[config.mk]
export PLATFORM = sky130hd
export DESIGN_NAME = icmc_top
export DESIGN_NICKNAME = d
export VERILOG_FILES = /design/src/include/icmc_pkg.sv /design/src/verilog/icmc_sync.sv /design/src/verilog/icmc_clkgen.sv /design/src/verilog/icmc_top.sv
export SDC_FILE = /design/constraint.sdc
export NUM_CORES = 1
export LEC_CHECK = 0
export ABC_CLOCK_PERIOD_IN_PS = 2950
export BUFFER_PORTS_ARGS = -buffer_cell sky130_fd_sc_hd__buf_2
export CORE_ASPECT_RATIO = 1.2
export CORE_MARGIN = 3
export CORE_UTILIZATION = 50
export CTS_BUF_LIST = sky130_fd_sc_hd__clkbuf_16
export CTS_CLUSTER_SIZE = 10
export DETAILED_ROUTE_END_ITERATION = 8
export GPL_TIMING_DRIVEN = 0
export PLACE_DENSITY = 0.7
export SYNTH_ARGS = -nofsm -noshare
export SYNTH_HDL_FRONTEND = slang
export SYNTH_HIERARCHICAL = 1
export SYNTH_SLANG_ARGS = --single-unit
[constraint.sdc]
create_clock -name sys_clk -period 2.95 [get_ports sys_clk]
set_input_delay 0.295 -clock sys_clk [delete_from_list [all_inputs] [get_ports sys_clk]]
set_output_delay 0.295 -clock sys_clk [all_outputs]
set_load 0.03 [all_outputs]
[src/include/icmc_pkg.sv]
// Constants, field layouts and decode functions of the indexed clock/mode block
`default_nettype none
package icmc_pkg;
  // ---------------------------------------------------------------
  // Bus decode
  // ---------------------------------------------------------------
  localparam logic [2:0] ADDR_INDEX = 3'h3;
  localparam logic [2:0] ADDR_WINDOW = 3'h7;
  localparam logic [7:0] PTR_RESET = 8'h00;
  localparam logic [7:0] REG_RESET = 8'h00;
  localparam logic [7:0] READ_ZERO = 8'h00;
  // ---------------------------------------------------------------
  // Pointer fields
  // ---------------------------------------------------------------
  localparam int PTR_TEST = 7;
  localparam int PTR_S1_HI = 6;
  localparam int PTR_S1_LO = 5;
  localparam int PTR_S0_HI = 4;
  localparam int PTR_S0_LO = 3;
  localparam int PTR_IDX_HI = 2;
  // ---------------------------------------------------------------
  // Indexed registers
  // ---------------------------------------------------------------
  localparam int NUM_REGS = 6;
  localparam logic [2:0] IDX_CLKSEL = 3'h0;
  localparam logic [2:0] IDX_GATING = 3'h1;
  localparam logic [2:0] IDX_S0IRQ = 3'h2;
  localparam logic [2:0] IDX_S1IRQ = 3'h3;
  localparam logic [2:0] IDX_PPIRQ = 3'h4;
  localparam logic [2:0] IDX_MODE = 3'h5;
  localparam logic [7:0] MASK_CLKSEL = 8'h07;
  localparam logic [7:0] MASK_GATING = 8'hCE;
  localparam logic [7:0] MASK_LOW4 = 8'h0F;
  localparam int ROUTE_HI = 3;
  localparam int GATE_S1 = 7;
  localparam int GATE_S0 = 6;
  localparam int GATE_BUS = 3;
  localparam int GATE_KBD = 2;
  localparam int GATE_OSC = 1;
  localparam int MODE_PD = 3;
  localparam int MODE_IRQ = 2;
  localparam int MODE_BUS = 1;
  localparam int MODE_FIFO = 0;
  // ---------------------------------------------------------------
  // Coprocessor clock codes and timing
  // ---------------------------------------------------------------
  localparam logic [2:0] CC_8M_33 = 3'h0;
  localparam logic [2:0] CC_9M6_33 = 3'h1;
  localparam logic [2:0] CC_12M_33 = 3'h2;
  localparam logic [2:0] CC_12M_50 = 3'h3;
  localparam logic [2:0] CC_16M_33 = 3'h4;
  localparam logic [2:0] CC_16M_50 = 3'h5;
  localparam logic [2:0] CC_LOW = 3'h6;
  localparam logic [2:0] CC_HIGH = 3'h7;
  localparam int SYS_KHZ = 50000;
  localparam int F_8M_KHZ = 8000;
  localparam int F_9M6_KHZ = 9600;
  localparam int F_12M_KHZ = 12000;
  localparam int F_16M_KHZ = 16000;
  localparam int OSC_START_MS = 30;
  localparam int OSC_START_CYC = OSC_START_MS * SYS_KHZ;
  localparam int CLK_W = 8;
  // Writable bits of each indexed register; reserved bits stay zero
  function automatic logic [7:0] reg_mask(input logic [2:0] idx);
    case (idx)
      IDX_CLKSEL: reg_mask = MASK_CLKSEL;
      IDX_GATING: reg_mask = MASK_GATING;
      IDX_S0IRQ, IDX_S1IRQ, IDX_PPIRQ, IDX_MODE: reg_mask = MASK_LOW4;
      default: reg_mask = READ_ZERO;
    endcase
  endfunction
  // Coprocessor clock period in system cycles; the period rounds down, so the rate rounds up
  function automatic logic [CLK_W-1:0] cc_period(input logic [2:0] code);
    case (code)
      CC_8M_33: cc_period = CLK_W'(SYS_KHZ / F_8M_KHZ);
      CC_9M6_33: cc_period = CLK_W'(SYS_KHZ / F_9M6_KHZ);
      CC_12M_33, CC_12M_50: cc_period = CLK_W'(SYS_KHZ / F_12M_KHZ);
      default: cc_period = CLK_W'(SYS_KHZ / F_16M_KHZ);
    endcase
  endfunction
  // High time: one third or one half of the period
  function automatic logic [CLK_W-1:0] cc_high(input logic [2:0] code);
    logic [CLK_W-1:0] p;
    p = cc_period(code);
    if (code == CC_12M_50 || code == CC_16M_50) begin
      cc_high = p >> 1;
    end else begin
      cc_high = p / CLK_W'(3);
    end
  endfunction
endpackage
`default_nettype wire

[src/verilog/icmc_sync.sv]
// Three-stage pin synchroniser with agreement filter
`default_nettype none
module icmc_sync #(
  parameter int W = 1,
  parameter logic [W-1:0] RESET_VAL = '0
) (
  input wire logic sys_clk,
  input wire logic rst,
  input wire logic [W-1:0] pin,
  output logic [W-1:0] level
);
  logic [W-1:0] s1;
  logic [W-1:0] s2;
  logic [W-1:0] s3;
  logic [W-1:0] next_level;
  // A bit changes only once stages two and three agree
  assign next_level = (s2 & s3) | (level & (s2 ^ s3));
  // ---------------------------------------------------------------
  // Stages
  // ---------------------------------------------------------------
  always_ff @(posedge sys_clk or posedge rst) begin
    if (rst) begin
      s1 <= RESET_VAL;
      s2 <= RESET_VAL;
      s3 <= RESET_VAL;
      level <= RESET_VAL;
    end else begin
      s1 <= pin;
      s2 <= s1;
      s3 <= s2;
      level <= next_level;
    end
  end
endmodule
`default_nettype wire

[src/verilog/icmc_clkgen.sv]
// Programmable clock divider with freeze, force-low and force-high
`default_nettype none
module icmc_clkgen #(
  parameter int W = 8
) (
  input wire logic sys_clk,
  input wire logic rst,
  input wire logic [W-1:0] period,
  input wire logic [W-1:0] high,
  input wire logic freeze,
  input wire logic force_low,
  input wire logic force_high,
  output logic clk_out
);
  logic [W-1:0] cnt;
  logic [W-1:0] next_cnt;
  logic next_out;
  // Wrap at period-1; a new period takes effect at once, glitch allowed
  assign next_cnt = (cnt + W'(1) >= period) ? '0 : cnt + W'(1);
  assign next_out = force_low ? 1'b0 : force_high ? 1'b1 : freeze ? clk_out : (next_cnt < high);
  // ---------------------------------------------------------------
  // Counter and output
  // ---------------------------------------------------------------
  always_ff @(posedge sys_clk or posedge rst) begin
    if (rst) begin
      cnt <= '0;
      clk_out <= 1'b0;
    end else begin
      cnt <= (force_low || force_high || freeze) ? cnt : next_cnt;
      clk_out <= next_out;
    end
  end
endmodule
`default_nettype wire

[src/verilog/icmc_top.sv]
// Indexed clock, sleep and port-mode configuration block
`default_nettype none
module icmc_top #(
  parameter int OSC_START_CYCLES = icmc_pkg::OSC_START_CYC,
  parameter logic [7:0] KBD_PERIOD = 8'h10,
  parameter logic [7:0] BUS_PERIOD = 8'h04
) (
  input wire logic sys_clk,
  input wire logic rst,
  input wire logic parallel_port_select_n,
  input wire logic serial0_select_n,
  input wire logic serial1_select_n,
  input wire logic io_read_strobe_n,
  input wire logic io_write_strobe_n,
  input wire logic [2:0] host_addr,
  input wire logic [7:0] host_data_in,
  output logic [7:0] host_data_out,
  output logic host_data_oe,
  input wire logic printer_selected_in,
  input wire logic printer_busy_in,
  input wire logic printer_paper_end_in,
  input wire logic serial0_irq,
  input wire logic serial1_irq,
  input wire logic parallel_irq,
  input wire logic [1:0] serial_fifo_enable,
  input wire logic parallel_dir_bit,
  output logic mux_serial0_irq,
  output logic mux_serial1_irq,
  output logic mux_parallel_irq,
  output logic [1:0] serial0_clock_source,
  output logic [1:0] serial1_clock_source,
  output logic serial0_clock_gate,
  output logic serial1_clock_gate,
  output logic coproc_clock_out,
  output logic keyboard_clock_out,
  output logic bus_clock_out,
  output logic oscillator_stop,
  output logic sleep_mode,
  output logic port_power_down,
  output logic parallel_irq_style,
  output logic parallel_bus_style,
  output logic serial_fifo_allow,
  output logic [1:0] serial_fifo_active,
  output logic parallel_status_int,
  output logic parallel_dir_effective,
  output logic [3:0] serial0_irq_route,
  output logic [3:0] serial1_irq_route,
  output logic [3:0] parallel_irq_route
);
  localparam int SW = 19;
  localparam logic [SW-1:0] SYNC_RST = {5'h1F, 14'h0000};
  localparam int OW = $clog2(OSC_START_CYCLES + 1);

  // ---------------------------------------------------------------
  // Pin synchronisers
  // ---------------------------------------------------------------
  logic [SW-1:0] pins_s;
  logic pp_sel_n_s;
  logic s0_sel_n_s;
  logic s1_sel_n_s;
  logic rd_n_s;
  logic wr_n_s;
  logic [2:0] addr_s;
  logic [7:0] data_s;
  logic printer_selected_in_s;
  logic busy_s;
  logic pe_s;

  icmc_sync #(.W(SW), .RESET_VAL(SYNC_RST)) u_sync (
    .sys_clk(sys_clk),
    .rst(rst),
    .pin({parallel_port_select_n, serial0_select_n, serial1_select_n,
          io_read_strobe_n, io_write_strobe_n, host_addr, host_data_in,
          printer_selected_in, printer_busy_in, printer_paper_end_in}),
    .level(pins_s)
  );

  // Unpack the synchronised bundle
  assign {pp_sel_n_s, s0_sel_n_s, s1_sel_n_s, rd_n_s, wr_n_s} = pins_s[18:14];
  assign addr_s = pins_s[13:11];
  assign data_s = pins_s[10:3];
  assign {printer_selected_in_s, busy_s, pe_s} = pins_s[2:0];

  // ---------------------------------------------------------------
  // Sleep detect and bus decode
  // ---------------------------------------------------------------
  logic wr_n_d;
  logic sleep_now;
  logic bus_sel;
  logic wr_pulse;
  logic ptr_wr;
  logic win_wr;
  logic rd_index;
  logic rd_window;
  logic rd_active;

  // All three selects low together means sleep, never a bus cycle
  assign sleep_now = ~pp_sel_n_s & ~s0_sel_n_s & ~s1_sel_n_s;
  // Bus frozen while asleep so a stray strobe cannot alter state
  assign bus_sel = ~pp_sel_n_s & ~sleep_now;
  // Write acts once, on the strobe's synchronised falling edge
  assign wr_pulse = bus_sel & ~wr_n_s & wr_n_d & rd_n_s;
  assign ptr_wr = wr_pulse & (addr_s == icmc_pkg::ADDR_INDEX);
  assign win_wr = wr_pulse & (addr_s == icmc_pkg::ADDR_WINDOW);
  assign rd_index = bus_sel & ~rd_n_s & wr_n_s & (addr_s == icmc_pkg::ADDR_INDEX);
  assign rd_window = bus_sel & ~rd_n_s & wr_n_s & (addr_s == icmc_pkg::ADDR_WINDOW);
  assign rd_active = rd_index | rd_window;

  // ---------------------------------------------------------------
  // Index pointer
  // ---------------------------------------------------------------
  logic [7:0] pointer;
  logic [2:0] window_index;

  // Loads only on its own write; any other cycle leaves it alone
  always_ff @(posedge sys_clk or posedge rst) begin
    if (rst) begin
      pointer <= icmc_pkg::PTR_RESET;
      wr_n_d <= 1'b1;
    end else begin
      pointer <= ptr_wr ? data_s : pointer;
      wr_n_d <= wr_n_s;
    end
  end

  assign window_index = pointer[icmc_pkg::PTR_IDX_HI:0];

  // ---------------------------------------------------------------
  // Indexed registers
  // ---------------------------------------------------------------
  logic [7:0] regs [icmc_pkg::NUM_REGS];
  logic [7:0] window_data;
  logic index_mapped;

  // Reserved bits are masked off, so they always read zero
  for (genvar i = 0; i < icmc_pkg::NUM_REGS; i++) begin : g_reg
    always_ff @(posedge sys_clk or posedge rst) begin
      if (rst) begin
        regs[i] <= icmc_pkg::REG_RESET;
      end else if (win_wr && window_index == 3'(i)) begin
        regs[i] <= data_s & icmc_pkg::reg_mask(3'(i));
      end
    end
  end

  // Codes 110 and 111 are unmapped: writes dropped, reads zero
  assign index_mapped = window_index < 3'(icmc_pkg::NUM_REGS);
  assign window_data = index_mapped ? regs[window_index] : icmc_pkg::READ_ZERO;

  logic [7:0] clksel;
  logic [7:0] gating;
  logic [7:0] mode;
  assign clksel = regs[icmc_pkg::IDX_CLKSEL];
  assign gating = regs[icmc_pkg::IDX_GATING];
  assign mode = regs[icmc_pkg::IDX_MODE];

  // ---------------------------------------------------------------
  // Host read data
  // ---------------------------------------------------------------
  logic [7:0] next_rdata;
  assign next_rdata = rd_index ? pointer : rd_window ? window_data : host_data_out;

  // Bus is released whenever the read ends or sleep begins
  always_ff @(posedge sys_clk or posedge rst) begin
    if (rst) begin
      host_data_out <= icmc_pkg::READ_ZERO;
      host_data_oe <= 1'b0;
    end else begin
      host_data_out <= next_rdata;
      host_data_oe <= rd_active;
    end
  end

  // ---------------------------------------------------------------
  // Oscillator stop and start-up wait
  // ---------------------------------------------------------------
  logic osc_stop_req;
  logic osc_ok;
  logic [OW-1:0] osc_cnt;
  logic osc_done;

  assign osc_stop_req = gating[icmc_pkg::GATE_OSC] | sleep_now;
  assign osc_done = osc_cnt >= OW'(OSC_START_CYCLES - 1);

  // Clocks stay frozen until the oscillator has had time to settle
  always_ff @(posedge sys_clk or posedge rst) begin
    if (rst) begin
      osc_cnt <= '0;
      osc_ok <= 1'b0;
      oscillator_stop <= 1'b0;
    end else begin
      osc_cnt <= osc_stop_req ? '0 : osc_done ? osc_cnt : osc_cnt + OW'(1);
      osc_ok <= ~osc_stop_req & osc_done;
      oscillator_stop <= osc_stop_req;
    end
  end

  // ---------------------------------------------------------------
  // Derived clocks
  // ---------------------------------------------------------------
  logic cc_low;
  logic cc_high_force;
  logic [2:0] cc_code;

  assign cc_code = clksel[2:0];
  assign cc_low = sleep_now | (cc_code == icmc_pkg::CC_LOW);
  assign cc_high_force = cc_code == icmc_pkg::CC_HIGH;

  icmc_clkgen #(.W(icmc_pkg::CLK_W)) u_coproc (
    .sys_clk(sys_clk),
    .rst(rst),
    .period(icmc_pkg::cc_period(cc_code)),
    .high(icmc_pkg::cc_high(cc_code)),
    .freeze(~osc_ok),
    .force_low(cc_low),
    .force_high(cc_high_force),
    .clk_out(coproc_clock_out)
  );

  // Keyboard clock: forced low by its gate bit or by sleep
  icmc_clkgen #(.W(icmc_pkg::CLK_W)) u_kbd (
    .sys_clk(sys_clk),
    .rst(rst),
    .period(KBD_PERIOD),
    .high(KBD_PERIOD >> 1),
    .freeze(~osc_ok),
    .force_low(gating[icmc_pkg::GATE_KBD] | sleep_now),
    .force_high(1'b0),
    .clk_out(keyboard_clock_out)
  );

  icmc_clkgen #(.W(icmc_pkg::CLK_W)) u_bus (
    .sys_clk(sys_clk),
    .rst(rst),
    .period(BUS_PERIOD),
    .high(BUS_PERIOD >> 1),
    .freeze(~osc_ok),
    .force_low(gating[icmc_pkg::GATE_BUS] | sleep_now),
    .force_high(1'b0),
    .clk_out(bus_clock_out)
  );

  // ---------------------------------------------------------------
  // Mode, routing and interrupt mux outputs
  // ---------------------------------------------------------------
  logic test_on;
  assign test_on = pointer[icmc_pkg::PTR_TEST];

  // All registered so every output is glitch free at the pins
  always_ff @(posedge sys_clk or posedge rst) begin
    if (rst) begin
      mux_serial1_irq <= 1'b0;
      mux_serial0_irq <= 1'b0;
      mux_parallel_irq <= 1'b0;
      serial1_clock_source <= 2'h0;
      serial0_clock_source <= 2'h0;
      serial1_clock_gate <= 1'b0;
      serial0_clock_gate <= 1'b0;
      sleep_mode <= 1'b0;
      port_power_down <= 1'b0;
      parallel_irq_style <= 1'b0;
      parallel_bus_style <= 1'b0;
      serial_fifo_allow <= 1'b0;
      serial_fifo_active <= 2'h0;
      parallel_status_int <= 1'b1;
      parallel_dir_effective <= 1'b0;
      serial0_irq_route <= 4'h0;
      serial1_irq_route <= 4'h0;
      parallel_irq_route <= 4'h0;
    end else begin
      mux_serial1_irq <= test_on ? printer_selected_in_s : serial1_irq;
      mux_serial0_irq <= test_on ? busy_s : serial0_irq;
      mux_parallel_irq <= test_on ? pe_s : parallel_irq;
      serial1_clock_source <= pointer[icmc_pkg::PTR_S1_HI:icmc_pkg::PTR_S1_LO];
      serial0_clock_source <= pointer[icmc_pkg::PTR_S0_HI:icmc_pkg::PTR_S0_LO];
      serial1_clock_gate <= gating[icmc_pkg::GATE_S1] | ~osc_ok;
      serial0_clock_gate <= gating[icmc_pkg::GATE_S0] | ~osc_ok;
      sleep_mode <= sleep_now;
      port_power_down <= mode[icmc_pkg::MODE_PD];
      parallel_irq_style <= mode[icmc_pkg::MODE_IRQ];
      parallel_bus_style <= mode[icmc_pkg::MODE_BUS];
      serial_fifo_allow <= mode[icmc_pkg::MODE_FIFO];
      serial_fifo_active <= {2{mode[icmc_pkg::MODE_FIFO]}} & serial_fifo_enable;
      parallel_status_int <= ~mode[icmc_pkg::MODE_IRQ] | parallel_irq;
      parallel_dir_effective <= mode[icmc_pkg::MODE_BUS] & parallel_dir_bit;
      serial0_irq_route <= regs[icmc_pkg::IDX_S0IRQ][icmc_pkg::ROUTE_HI:0];
      serial1_irq_route <= regs[icmc_pkg::IDX_S1IRQ][icmc_pkg::ROUTE_HI:0];
      parallel_irq_route <= regs[icmc_pkg::IDX_PPIRQ][icmc_pkg::ROUTE_HI:0];
    end
  end

  // ---------------------------------------------------------------
  // Assertions
  // ---------------------------------------------------------------
  property p_sleep_entry;
    @(posedge sys_clk) disable iff (rst) sleep_now |=> sleep_mode ##1 !host_data_oe;
  endproperty
  a_sleep_entry: assert property (p_sleep_entry) else $error("sleep not entered");

  property p_sleep_exit;
    @(posedge sys_clk) disable iff (rst) $fell(sleep_now) |=> !sleep_mode;
  endproperty
  a_sleep_exit: assert property (p_sleep_exit) else $error("sleep not left");

  property p_ptr_load;
    @(posedge sys_clk) disable iff (rst) ptr_wr |=> pointer == $past(data_s);
  endproperty
  a_ptr_load: assert property (p_ptr_load) else $error("pointer not loaded");

  property p_ptr_hold;
    @(posedge sys_clk) disable iff (rst) !ptr_wr |=> $stable(pointer);
  endproperty
  a_ptr_hold: assert property (p_ptr_hold) else $error("pointer changed");

  property p_gate_write;
    @(posedge sys_clk) disable iff (rst) win_wr && window_index == icmc_pkg::IDX_GATING
      |=> gating == ($past(data_s) & icmc_pkg::MASK_GATING);
  endproperty
  a_gate_write: assert property (p_gate_write) else $error("window write lost");

  property p_ptr_read;
    @(posedge sys_clk) disable iff (rst) rd_index && !ptr_wr
      |=> host_data_oe && host_data_out == $past(pointer);
  endproperty
  a_ptr_read: assert property (p_ptr_read) else $error("pointer read wrong");

  property p_test_mux;
    @(posedge sys_clk) disable iff (rst) test_on |=> mux_serial1_irq == $past(printer_selected_in_s)
      && mux_parallel_irq == $past(pe_s);
  endproperty
  a_test_mux: assert property (p_test_mux) else $error("test mux wrong");

  property p_kbd_low;
    @(posedge sys_clk) disable iff (rst) (gating[icmc_pkg::GATE_KBD] || sleep_now) [*2]
      |-> !keyboard_clock_out;
  endproperty
  a_kbd_low: assert property (p_kbd_low) else $error("keyboard clock not low");

  property p_sleep_low;
    @(posedge sys_clk) disable iff (rst) sleep_now [*2] |-> !bus_clock_out && !coproc_clock_out;
  endproperty
  a_sleep_low: assert property (p_sleep_low) else $error("clock high in sleep");

  property p_osc_gate;
    @(posedge sys_clk) disable iff (rst) osc_stop_req |=> !osc_ok ##1 !osc_ok;
  endproperty
  a_osc_gate: assert property (p_osc_gate) else $error("oscillator ungated early");

  property p_fifo;
    @(posedge sys_clk) disable iff (rst) !mode[icmc_pkg::MODE_FIFO] |=> serial_fifo_active == 2'h0;
  endproperty
  a_fifo: assert property (p_fifo) else $error("FIFO not forced off");

  property p_status_int;
    @(posedge sys_clk) disable iff (rst) !mode[icmc_pkg::MODE_IRQ] |=> parallel_status_int;
  endproperty
  a_status_int: assert property (p_status_int) else $error("status int not one");

  c_ptr_write: cover property (@(posedge sys_clk) disable iff (rst) ptr_wr ##[1:20] win_wr);
  c_sleep: cover property (@(posedge sys_clk) disable iff (rst) sleep_mode ##[1:20] !sleep_mode);
  c_osc_up: cover property (@(posedge sys_clk) disable iff (rst) $rose(osc_ok));
endmodule
`default_nettype wire

Word level (Yosys, flattened, before mapping)

Cells that the tools add are included.

Word-level logic and storage cells: 147
Register bits: 198
Output and inout bits: 43
Bits of input ports: 27

Magnitude comparators: 9
Divide/modulo/power cells: 1
Reduce and logical (&&, ||, !) cells: 18
Bitwise gates (word level): 37
Mux-type cells: 23
Add/subtract/negate cells: 4
Equality and inequality tests: 14

Operators with widths:

| kind                  | number |
|---|---|
| $mux 8                | 9 |
| $mux 21               | 2 |
| $and 19x19->19        | 2 |
| $add 8x1->8 const B   | 3 |
| $bmux 8 s3            | 1 |
| $add 21x1->21 const B | 1 |
| $ge 21x21->1 const B  | 1 |
| $or 19x19->19         | 1 |
| $xor 19x19->19        | 1 |
| $eq 3x3->1 const B    | 6 |
| $eq 3x2->1 const B    | 5 |
| $and 1x1->1           | 14 |
| $mux 1                | 10 |
| $not 1->1             | 9 |
| $pmux 3 s3            | 1 |
| $div 8x2->8 const B   | 1 |
| $ge 8x3->1            | 1 |
| $ge 8x3->1 const B    | 1 |
| $ge 8x5->1 const B    | 1 |
| $lt 8x2->1 const B    | 1 |
| $lt 8x4->1 const B    | 1 |
| $lt 8x8->1            | 1 |
| $or 1x1->1            | 8 |
| $eq 3x1->1 const B    | 2 |
| other kinds (11)      | 23 |

Depth between registers and ports, before layout

Gate-level depths: netlist of the first run.

Word-level depth: 10
Gate-level depth with buffers: 17
Mapped depth without buffers: 16

By module

The synthesis of the first run kept the hierarchy.

By module, submodules not included:

| module      | instances | area each (µm²) | cells each | seq. area each (µm²) |
|---|---|---|---|---|
| icmc_top    | 1         | 4,017.6         | 354        | 2,379.8 |
| icmc_clkgen | 3         | 963.4           | 114        | 225.2 |
| icmc_sync   | 1         | 2,311.0         | 115        | 1,926.8 |

Worst setup path before layout of the first run

Ideal clock, no wire load.

Kind: flip-flop to flip-flop
Start point: register u_coproc.cnt[0]
End point: register u_coproc.clk_out
Required time: 2,846 ps
Library setup time: 104 ps
Setup slack: -277 ps
Period minus slack after synthesis: 3,227 ps
Stages on the path, launching flop included: 17
Arrival time: 3,123 ps
Buffers on the path: 1
Cell sequence: dfrtp_1 ha_1 nand3_1 xor2_1 inv_1 ha_1 nor4_1 a211oi_2 or2_4 buf_6 nor2_1 ha_1 o21ai_0 nand2b_1 a21oi_1 nor4b_1 a221oi_1

Cells in the longest elaborated chain, start to end: 7

RTL lines:

| item                     | line              | RTL |
|---|---|---|
| start: declaration       | icmc_clkgen.sv:15 | `logic [W-1:0] cnt;` |
| start signal: assignment | icmc_clkgen.sv:29 | `cnt <= (force_low \|\| force_high \|\| freeze) ? cnt : next_cnt;` |
| $add 8x1->8 *            | icmc_clkgen.sv:19 | `assign next_cnt = (cnt + W'(1) >= period) ? '0 : cnt + W'(1);` |
| $ge 8x3->1               | icmc_clkgen.sv:19 |  |
| $mux 8 *                 | icmc_clkgen.sv:19 |  |
| net u_coproc.next_cnt[1] | icmc_clkgen.sv:16 | `logic [W-1:0] next_cnt;` |
| $lt 8x8->1 *             | icmc_clkgen.sv:20 | `assign next_out = force_low ? 1'b0 : force_high ? 1'b1 : freeze ? clk_out : (next_cnt < high);` |
| $mux 1 * (3 in series)   | icmc_clkgen.sv:20 |  |
| end signal: assignment   | icmc_clkgen.sv:30 | `clk_out <= next_out;` |
| end: declaration         | icmc_clkgen.sv:13 | `output logic clk_out` |

The timed path passes the listed nets; every way through them passes the cells marked *. The select of a mux whose other input is x is not followed.
A chain may end at the register's enable or synchronous reset.

Worst setup path in the final report of the first run

Start point: register u_kbd.cnt[0]
End point: register u_kbd.clk_out

Cells in the longest elaborated chain, start to end: 6

RTL lines:

| item                     | line |
|---|---|
| start: declaration       | icmc_clkgen.sv:15 |
| start signal: assignment | icmc_clkgen.sv:29 |
| $add 8x1->8 *            | icmc_clkgen.sv:19 |
| $ge 8x5->1               | icmc_clkgen.sv:19 |
| $mux 8 *                 | icmc_clkgen.sv:19 |
| net u_kbd.next_cnt[2]    | icmc_clkgen.sv:16 |
| $lt 8x4->1 *             | icmc_clkgen.sv:20 |
| $mux 1 * (2 in series)   | icmc_clkgen.sv:20 |
| end signal: assignment   | icmc_clkgen.sv:30 |
| end: declaration         | icmc_clkgen.sv:13 |

Marks and branches as above.

==> results.cfg, run 1 <==
[floorplanning]
core_area_um2 = 17800
die_w_um = 130
start_util_pct = 51.9
dieHeight_um = 155
die-area_um2 = 20100
ios = 70
num_rows = 53

[pwr]
p_int_mw = 4.45
comb_power_share_pct = 14.0
switching_share_pct = 29.2
power_mw = 6.28
p_per_area_nw_per_um2 = 533
vdd_drop_max_mv = 0.452
p_leak_nw = 5.56
power_switching_mw = 1.83
seqPwrFrac_pct = 48.0
clock_power_share_pct = 38.0

[setup_path]
worstReg2RegEnd = u_kbd/clk_out$_DFFE_PP0P_
start_kind = flop
max_stage_delay_ns = 0.46
cp_common_cell = ha_1
ff2ff_setup_slack_ns = -0.34
critical_path.slowest_cell = dfrtp_2
critPathArrivalTime_ns = 3.57
endpoint_kind = flop
reg2reg_depth = 15
crit_type = reg2reg
cp_max_fo = 5
crit_chain = ha_4, nand3_1, xor2_1, inv_1, ha_1, nand3_4, a211oi_4, or2_4, and2b_2, ha_1, o21ai_2, nand2b_1, a21oi_2, nor4b_1, a221oi_1
timing.rr.start = u_kbd/cnt[0]$_DFFE_PP0N_
worst_ep_required_time_ns = 3.23

[layout]
finalInstanceArea_um2 = 11800
drive_above_1_share_pct = 31.9
area_growth_pct = 27.8
antennaDiodeCount = 0
fin_util_pct = 66.3
finalNetCount = 1107

[sta]
report.final.slew_viol_count = 0
hold_viol_final = 0
post-route-period-util_pct = 111
finalClockSkew_ns = 0.0119
setup_viol = 3
max_slew_margin_pct = 52.9
timing.fmax_mhz = 304
rsz0062_at_grt = true
whs_ns = 0.0650
fin_crit_ns = 3.29
timing.final.ws_setup_ns = -0.337
tightestPinTransition_ns = 0.701

[clocking]
clkTransAtPathRegs_ns = 0.08
clock_latency_ns = 0.43
clock-sinks = 198
htreeDepth = 4
cts_buffers = 17
cts_tree = yes
ctsRootBufferMaster = clkbuf_16
clockBufferDepth = 2

[grt]
grt_pass1_wl_um = 31700
antenna_found_initial = 0
grtUsageTotal_pct = 19.6
overflow = 0
grt_max_degree = 77
grt_pass1_vias = 6605

[worst_hold_path]
hp-start = serial_fifo_enable[0]
min_to = serial_fifo_active[0]$_DFF_PP0_
hold_path.class = in2reg
hold_depth = 2

[synth]
yosys.cell_count.top_type = dfrtp_1
synth_top_area_cell = dfrtp_1
async_flop_share_pct = 100
synth_edf_count = 0
ys_ff_latch = 198
synth_common_cells = 176 x dfrtp_1, 73 x inv_1, 68 x ha_1
ys.flop_type = dfrtp_1
syn_inst = 811
ys_types = 54
yosysSeqAreaShare_pct = 54.0
synth_top_area_share_pct = 47.8
synth_area_leaders = dfrtp_1 48%, ha_1 9.2%, dfstp_2 6.3%
synth_warnings = 6
synth.cell_area_um2 = 9220
synth.avg_cell_area_um2 = 11.4

[routing]
initialDrtViolationCount = 267
route.vias.total = 6523
post-route-drc-count = 0
drtPass1Iterations = 4
viasPerCell = 5.24
ant_nets = 0
drt-wirelength-per-cell_um = 15.2
finalWirelength_um = 18900

[run_status]
violations = setup timing
status = complete, but fails checks

[placed_design]
portBuffers = 69
post_dp_cell_area_um2 = 10300
hpwl_um = 12300
gp_congestion = 0.824

[run]
maxCapViolations = 0
[area by class of cell]
type,instances,area (um^2)
fill,1364,5990
sequential,198,4990
clock buffer,17,425
multi-input combinational,564,4530
inverter,73,279
clock inverter,15,215
timing repair buffer,135,931
buffer,23,130
tap,220,275
[layer usage]
| metal | vias to the layer above | track usage [%] | routed length, um |
|---|---|---|---|
| met5 | - | 0 | 0 |
| met4 | 0 | 5.94 | 360 |
| met3 | 32 | 3.56 | 535 |
| met2 | 125 | 33.5 | 9840 |
| met1 | 3190 | 25.3 | 8170 |
| li1 | 3176 | - | - |
[cells by family after synthesis]
kind of cell / count (synthesis) / synth area share, %
multiplexers: 46 / 5.54
adder cells (fa/ha/maj): 68 / 9.23
AND/OR/NAND/NOR: 229 / 13.0
XOR/XNOR: 19 / 1.81
other: 2 / 0.0815
flip-flops: 198 / 54.0
AO/OA/AOI/OAI: 153 / 12.1
buffers and inverters: 96 / 4.21
[power by group through the flow]
stage                     clock, mW  sequential [mW]  combinational (mW)
after floorplan                   0             3.11               0.490
after detailed placement          0             3.07               0.746
after global routing           2.58             3.04               0.987
after CTS                      2.45             3.02               0.830
final                          2.39             3.01               0.878
after global placement            0             3.06               0.719
[worst max path at each step]
stage                                      startpoint                            to  depth (start not counted)
after global routing         u_kbd/cnt[2]$_DFFE_PP0N_     u_kbd/clk_out$_DFFE_PP0P_                         16
after global placement                            rst     mux_serial1_irq$_DFF_PP0_                          2
after CTS                    u_kbd/cnt[1]$_DFFE_PP0N_     u_kbd/clk_out$_DFFE_PP0P_                         16
after floorplan           u_coproc/cnt[2]$_DFFE_PP0N_  u_coproc/clk_out$_DFFE_PP0P_                         17
final                        u_kbd/cnt[0]$_DFFE_PP0N_     u_kbd/clk_out$_DFFE_PP0P_                         15
after detailed placement  u_coproc/cnt[0]$_DFFE_PP0N_  u_coproc/clk_out$_DFFE_PP0P_                         16
[stage by stage]
| stage | worst slack, ns | std cells | TNS (ns) |
|---|---|---|---|
| finish | -0.337 | 1245 | -0.686 |
| global route | -0.464 | 1245 | -1.14 |
| CTS | -0.242 | 1236 | -0.563 |
| detailed placement | -0.539 | 1149 | -1.55 |
| global placement | -1.07 | 1147 | -110.93 |
| floorplan | -0.0961 | 858 | -0.277 |
[critical path, delay by kind of cell, from the launching register on]
family,cells,cell delay (ns)
compound gates,4,0.44
xor+xnor,1,0.32
fa+ha+maj,3,0.82
buf+inv,1,0.08
flops,1,0.46
simple gates,6,1.01
[sequential cells by signal (all words and copies together) (netlist names), 12 cells and up]
signal        cells
u_sync/level     19
regs             12
osc_cnt          21
u_sync/s1        19
u_sync/s3        19
u_sync/s2        19
[cell usage in the layout, fill, tap and decap left out, types with 8 or more instances in the layout]
cell type | netlist | final
dfrtp_1 | 176 | 171
buf_2 | 4 | 73
inv_1 | 73 | 68
ha_1 | 68 | 55
nand2_1 | 55 | 50
conb_1 | 2 | 49
buf_4 | 0 | 44
mux2_2 | 40 | 40
nor2_1 | 38 | 33
a21oi_1 | 38 | 33
o21ai_0 | 31 | 28
dfstp_2 | 22 | 22
a21o_1 | 21 | 21
dlygate4sd3_1 | 0 | 20
nand3_1 | 29 | 19
or3_1 | 19 | 18
clkbuf_16 | 0 | 17
clkbuf_1 | 16 | 16
o31ai_1 | 14 | 14
xor2_2 | 0 | 13
nor2b_1 | 12 | 12
nor3_1 | 12 | 12
o31ai_2 | 12 | 12
nand2b_1 | 10 | 10
ha_4 | 0 | 10
a21oi_2 | 3 | 8
[what timing repair did]
action,4_1_cts,5_1_grt
gates resized for setup,37,24
setup endpoints to repair,3,3
setup buffers,35,9
pin swaps,27,25
hold buffers,20,0
hold endpoints to repair,80,0
cloned,0,0
(Power assumes the default switching activity.)
==> run 2, diff against run 1 <==
--- a/config.mk
+++ b/config.mk
@@ -15,6 +15,8 @@
 export DETAILED_ROUTE_END_ITERATION = 8
 export GPL_TIMING_DRIVEN = 0
 export PLACE_DENSITY = 0.7
+export SETUP_SLACK_MARGIN = 0.15
+export SLEW_MARGIN = 40
 export SYNTH_ARGS = -nofsm -noshare
 export SYNTH_HDL_FRONTEND = slang
 export SYNTH_HIERARCHICAL = 1
==> run 2 against run 1 <==
  * The run still ends with setup timing left
  * Global-route usage down 0.29 points
  * Combinational power is 1% lower
  * Register-to-register slack improved by 0.15 ns
  * Flip-flop and latch count did not move
==> results.cfg, run 2 (same netlist as run 1, synthesis figures left out) <==
[routing]
post-route-drc-count = 0
wl_met2_um = 9360
initialDrtViolationCount = 258
finalWirelength_um = 18400
ant_nets = 0
drtPass1Iterations = 4
viasPerCell = 5.16
top_layer_used = met4
m1WireLength_um = 8170
route.vias.total = 6466
drt-wirelength-per-cell_um = 14.7
met3_length_um = 486

[clocking]
clockBufferDepth = 2
cts_buffers = 17
cts_tree = yes
ctsRootBufferMaster = clkbuf_16
clock-sinks = 198
clock_latency_ns = 0.43
htreeDepth = 4
clkTransAtPathRegs_ns = 0.08

[sta]
rsz0062_at_grt = true
timing.final.ws_setup_ns = -0.189
post-route-period-util_pct = 106
tightestPinTransition_ns = 0.701
fin_setup_tns_ns = -0.552
setup_viol = 3
fin_crit_ns = 3.14
report.final.slew_viol_count = 0
timing.fmax_mhz = 319
max_slew_margin_pct = 52.9
hold_viol_final = 0
finalClockSkew_ns = 0.0114

[worst_hold_path]
hold_depth = 2
hp-start = serial_fifo_enable[0]
hold_path.class = in2reg

[grt]
grtUsageTotal_pct = 19.3
antenna_found_initial = 0
grt_max_degree = 62
grt_pass1_wl_um = 31200
grt_pass1_vias = 6534
overflow = 0

[layout]
largest-register = osc_cnt
area_growth_pct = 29.2
drive_above_1_share_pct = 32.8
final_cell_mix = 169 x dfrtp_1, 73 x buf_2, 66 x inv_1
antennaDiodeCount = 0
fin_util_pct = 67.0
finalNetCount = 1114
layout_commonest_cell = dfrtp_1
largest_reg_flops = 21

[pwr]
p_leak_nw = 5.61
p_per_area_nw_per_um2 = 530
vdd_drop_max_mv = 0.481

[placed_design]
portBuffers = 69
hpwl_um = 12300
pre_cts_ws_ns = -0.522
gp_congestion = 0.824

[floorplanning]
die-area_um2 = 20100
die_w_um = 130
ios = 70
start_util_pct = 51.9
core_area_um2 = 17800
dieHeight_um = 155
num_rows = 53

[setup_path]
cp_common_cell = ha_4
max_stage_delay_ns = 0.44
cp-startpoint = u_coproc/cnt[1]$_DFFE_PP0N_
reg2reg_depth = 15
crit_cells = 15
worst_ep_required_time_ns = 3.28
start_kind = flop
cp_max_fo = 5
crit_type = reg2reg
cp_top_family = simple AND/OR/NAND/NOR gates
timing.rr.start = u_coproc/cnt[1]$_DFFE_PP0N_
crit_chain = ha_4, xor2_4, ha_4, or3_4, a21oi_4, a211oi_4, or2_4, buf_8, nor2_4, ha_4, o21ai_1, nand2b_1, a21oi_2, nor4b_2, a221oi_2
critPathArrivalTime_ns = 3.47
critical_path.slowest_cell = dfrtp_2
worst-path-buf-inv = 1
endpoint_kind = flop

[run]
maxCapViolations = 0

[run_status]
violations = setup timing
status = complete, but fails checks
-- run 2: final cells by class --
cell class | count | area, um^2
Fill cell | 1334 | 5860
Sequential cell | 198 | 4990
Multi-Input combinational cell | 564 | 4590
Timing Repair Buffer | 142 | 987
Clock buffer | 17 | 425
Inverter | 73 | 287
Tap cell | 220 | 275
Clock inverter | 15 | 225
Buffer | 23 | 130
-- run 2: metrics by stage --
step	cells	area (um^2)	power, mW	hold WS, ns
floorplan	858	9610	3.60	0.123
global placement	1147	10200	3.78	0.331
detailed placement	1149	10300	3.81	0.336
CTS	1241	11600	6.34	0.0463
global route	1252	11900	6.62	0.0447
finish	1252	11900	6.31	0.0606
-- run 2: path summary, 6_finish.rpt --
path / to / slack, ns
max: u_coproc/clk_out$_DFFE_PP0P_ / -0.19
min: serial_fifo_active[0]$_DFF_PP0_ / 0.06
max reg2reg: u_coproc/clk_out$_DFFE_PP0P_ / -0.19
min reg2reg: u_sync/s2[0]$_DFF_PP0_ / 0.35
max in group asynchronous: wr_n_d$_DFF_PP1_ / 1.88
min in group asynchronous: port_power_down$_DFF_PP0_ / 0.45
-- run 2: worst register-to-register path, cell delays in order, from the launching register on --
cell and delay (ns):
dfrtp_2 0.44, ha_4 0.20, xor2_4 0.22, ha_4 0.23, or3_4 0.39, a21oi_4 0.15, a211oi_4 0.05, or2_4 0.26
buf_8 0.13, nor2_4 0.10, ha_4 0.21, o21ai_1 0.12, nand2b_1 0.08, a21oi_2 0.16, nor4b_2 0.07, a221oi_2 0.23
-- run 2: where the power goes --
group | internal, mW | switching, mW | total (mW)
clock network | 1.20 | 1.23 | 2.43
logic | 0.370 | 0.498 | 0.867
registers | 2.89 | 0.126 | 3.01
-- run 2: per-layer routing --
layer	GRT usage, %	up-vias
li1	-	3178
met1	25.2	3162
met2	32.4	97
met3	3.63	29
met4	6.24	0
met5	0	-
-- run 2: what timing repair did --
action / CTS / global route
hold buffers: 20 / 0
setup endpoints to repair: 3 / 3
pin swaps: 36 / 38
endpoints found under the hold margin: 103 / 0
buffers inserted: 40 / 11
gates resized for setup: 40 / 33
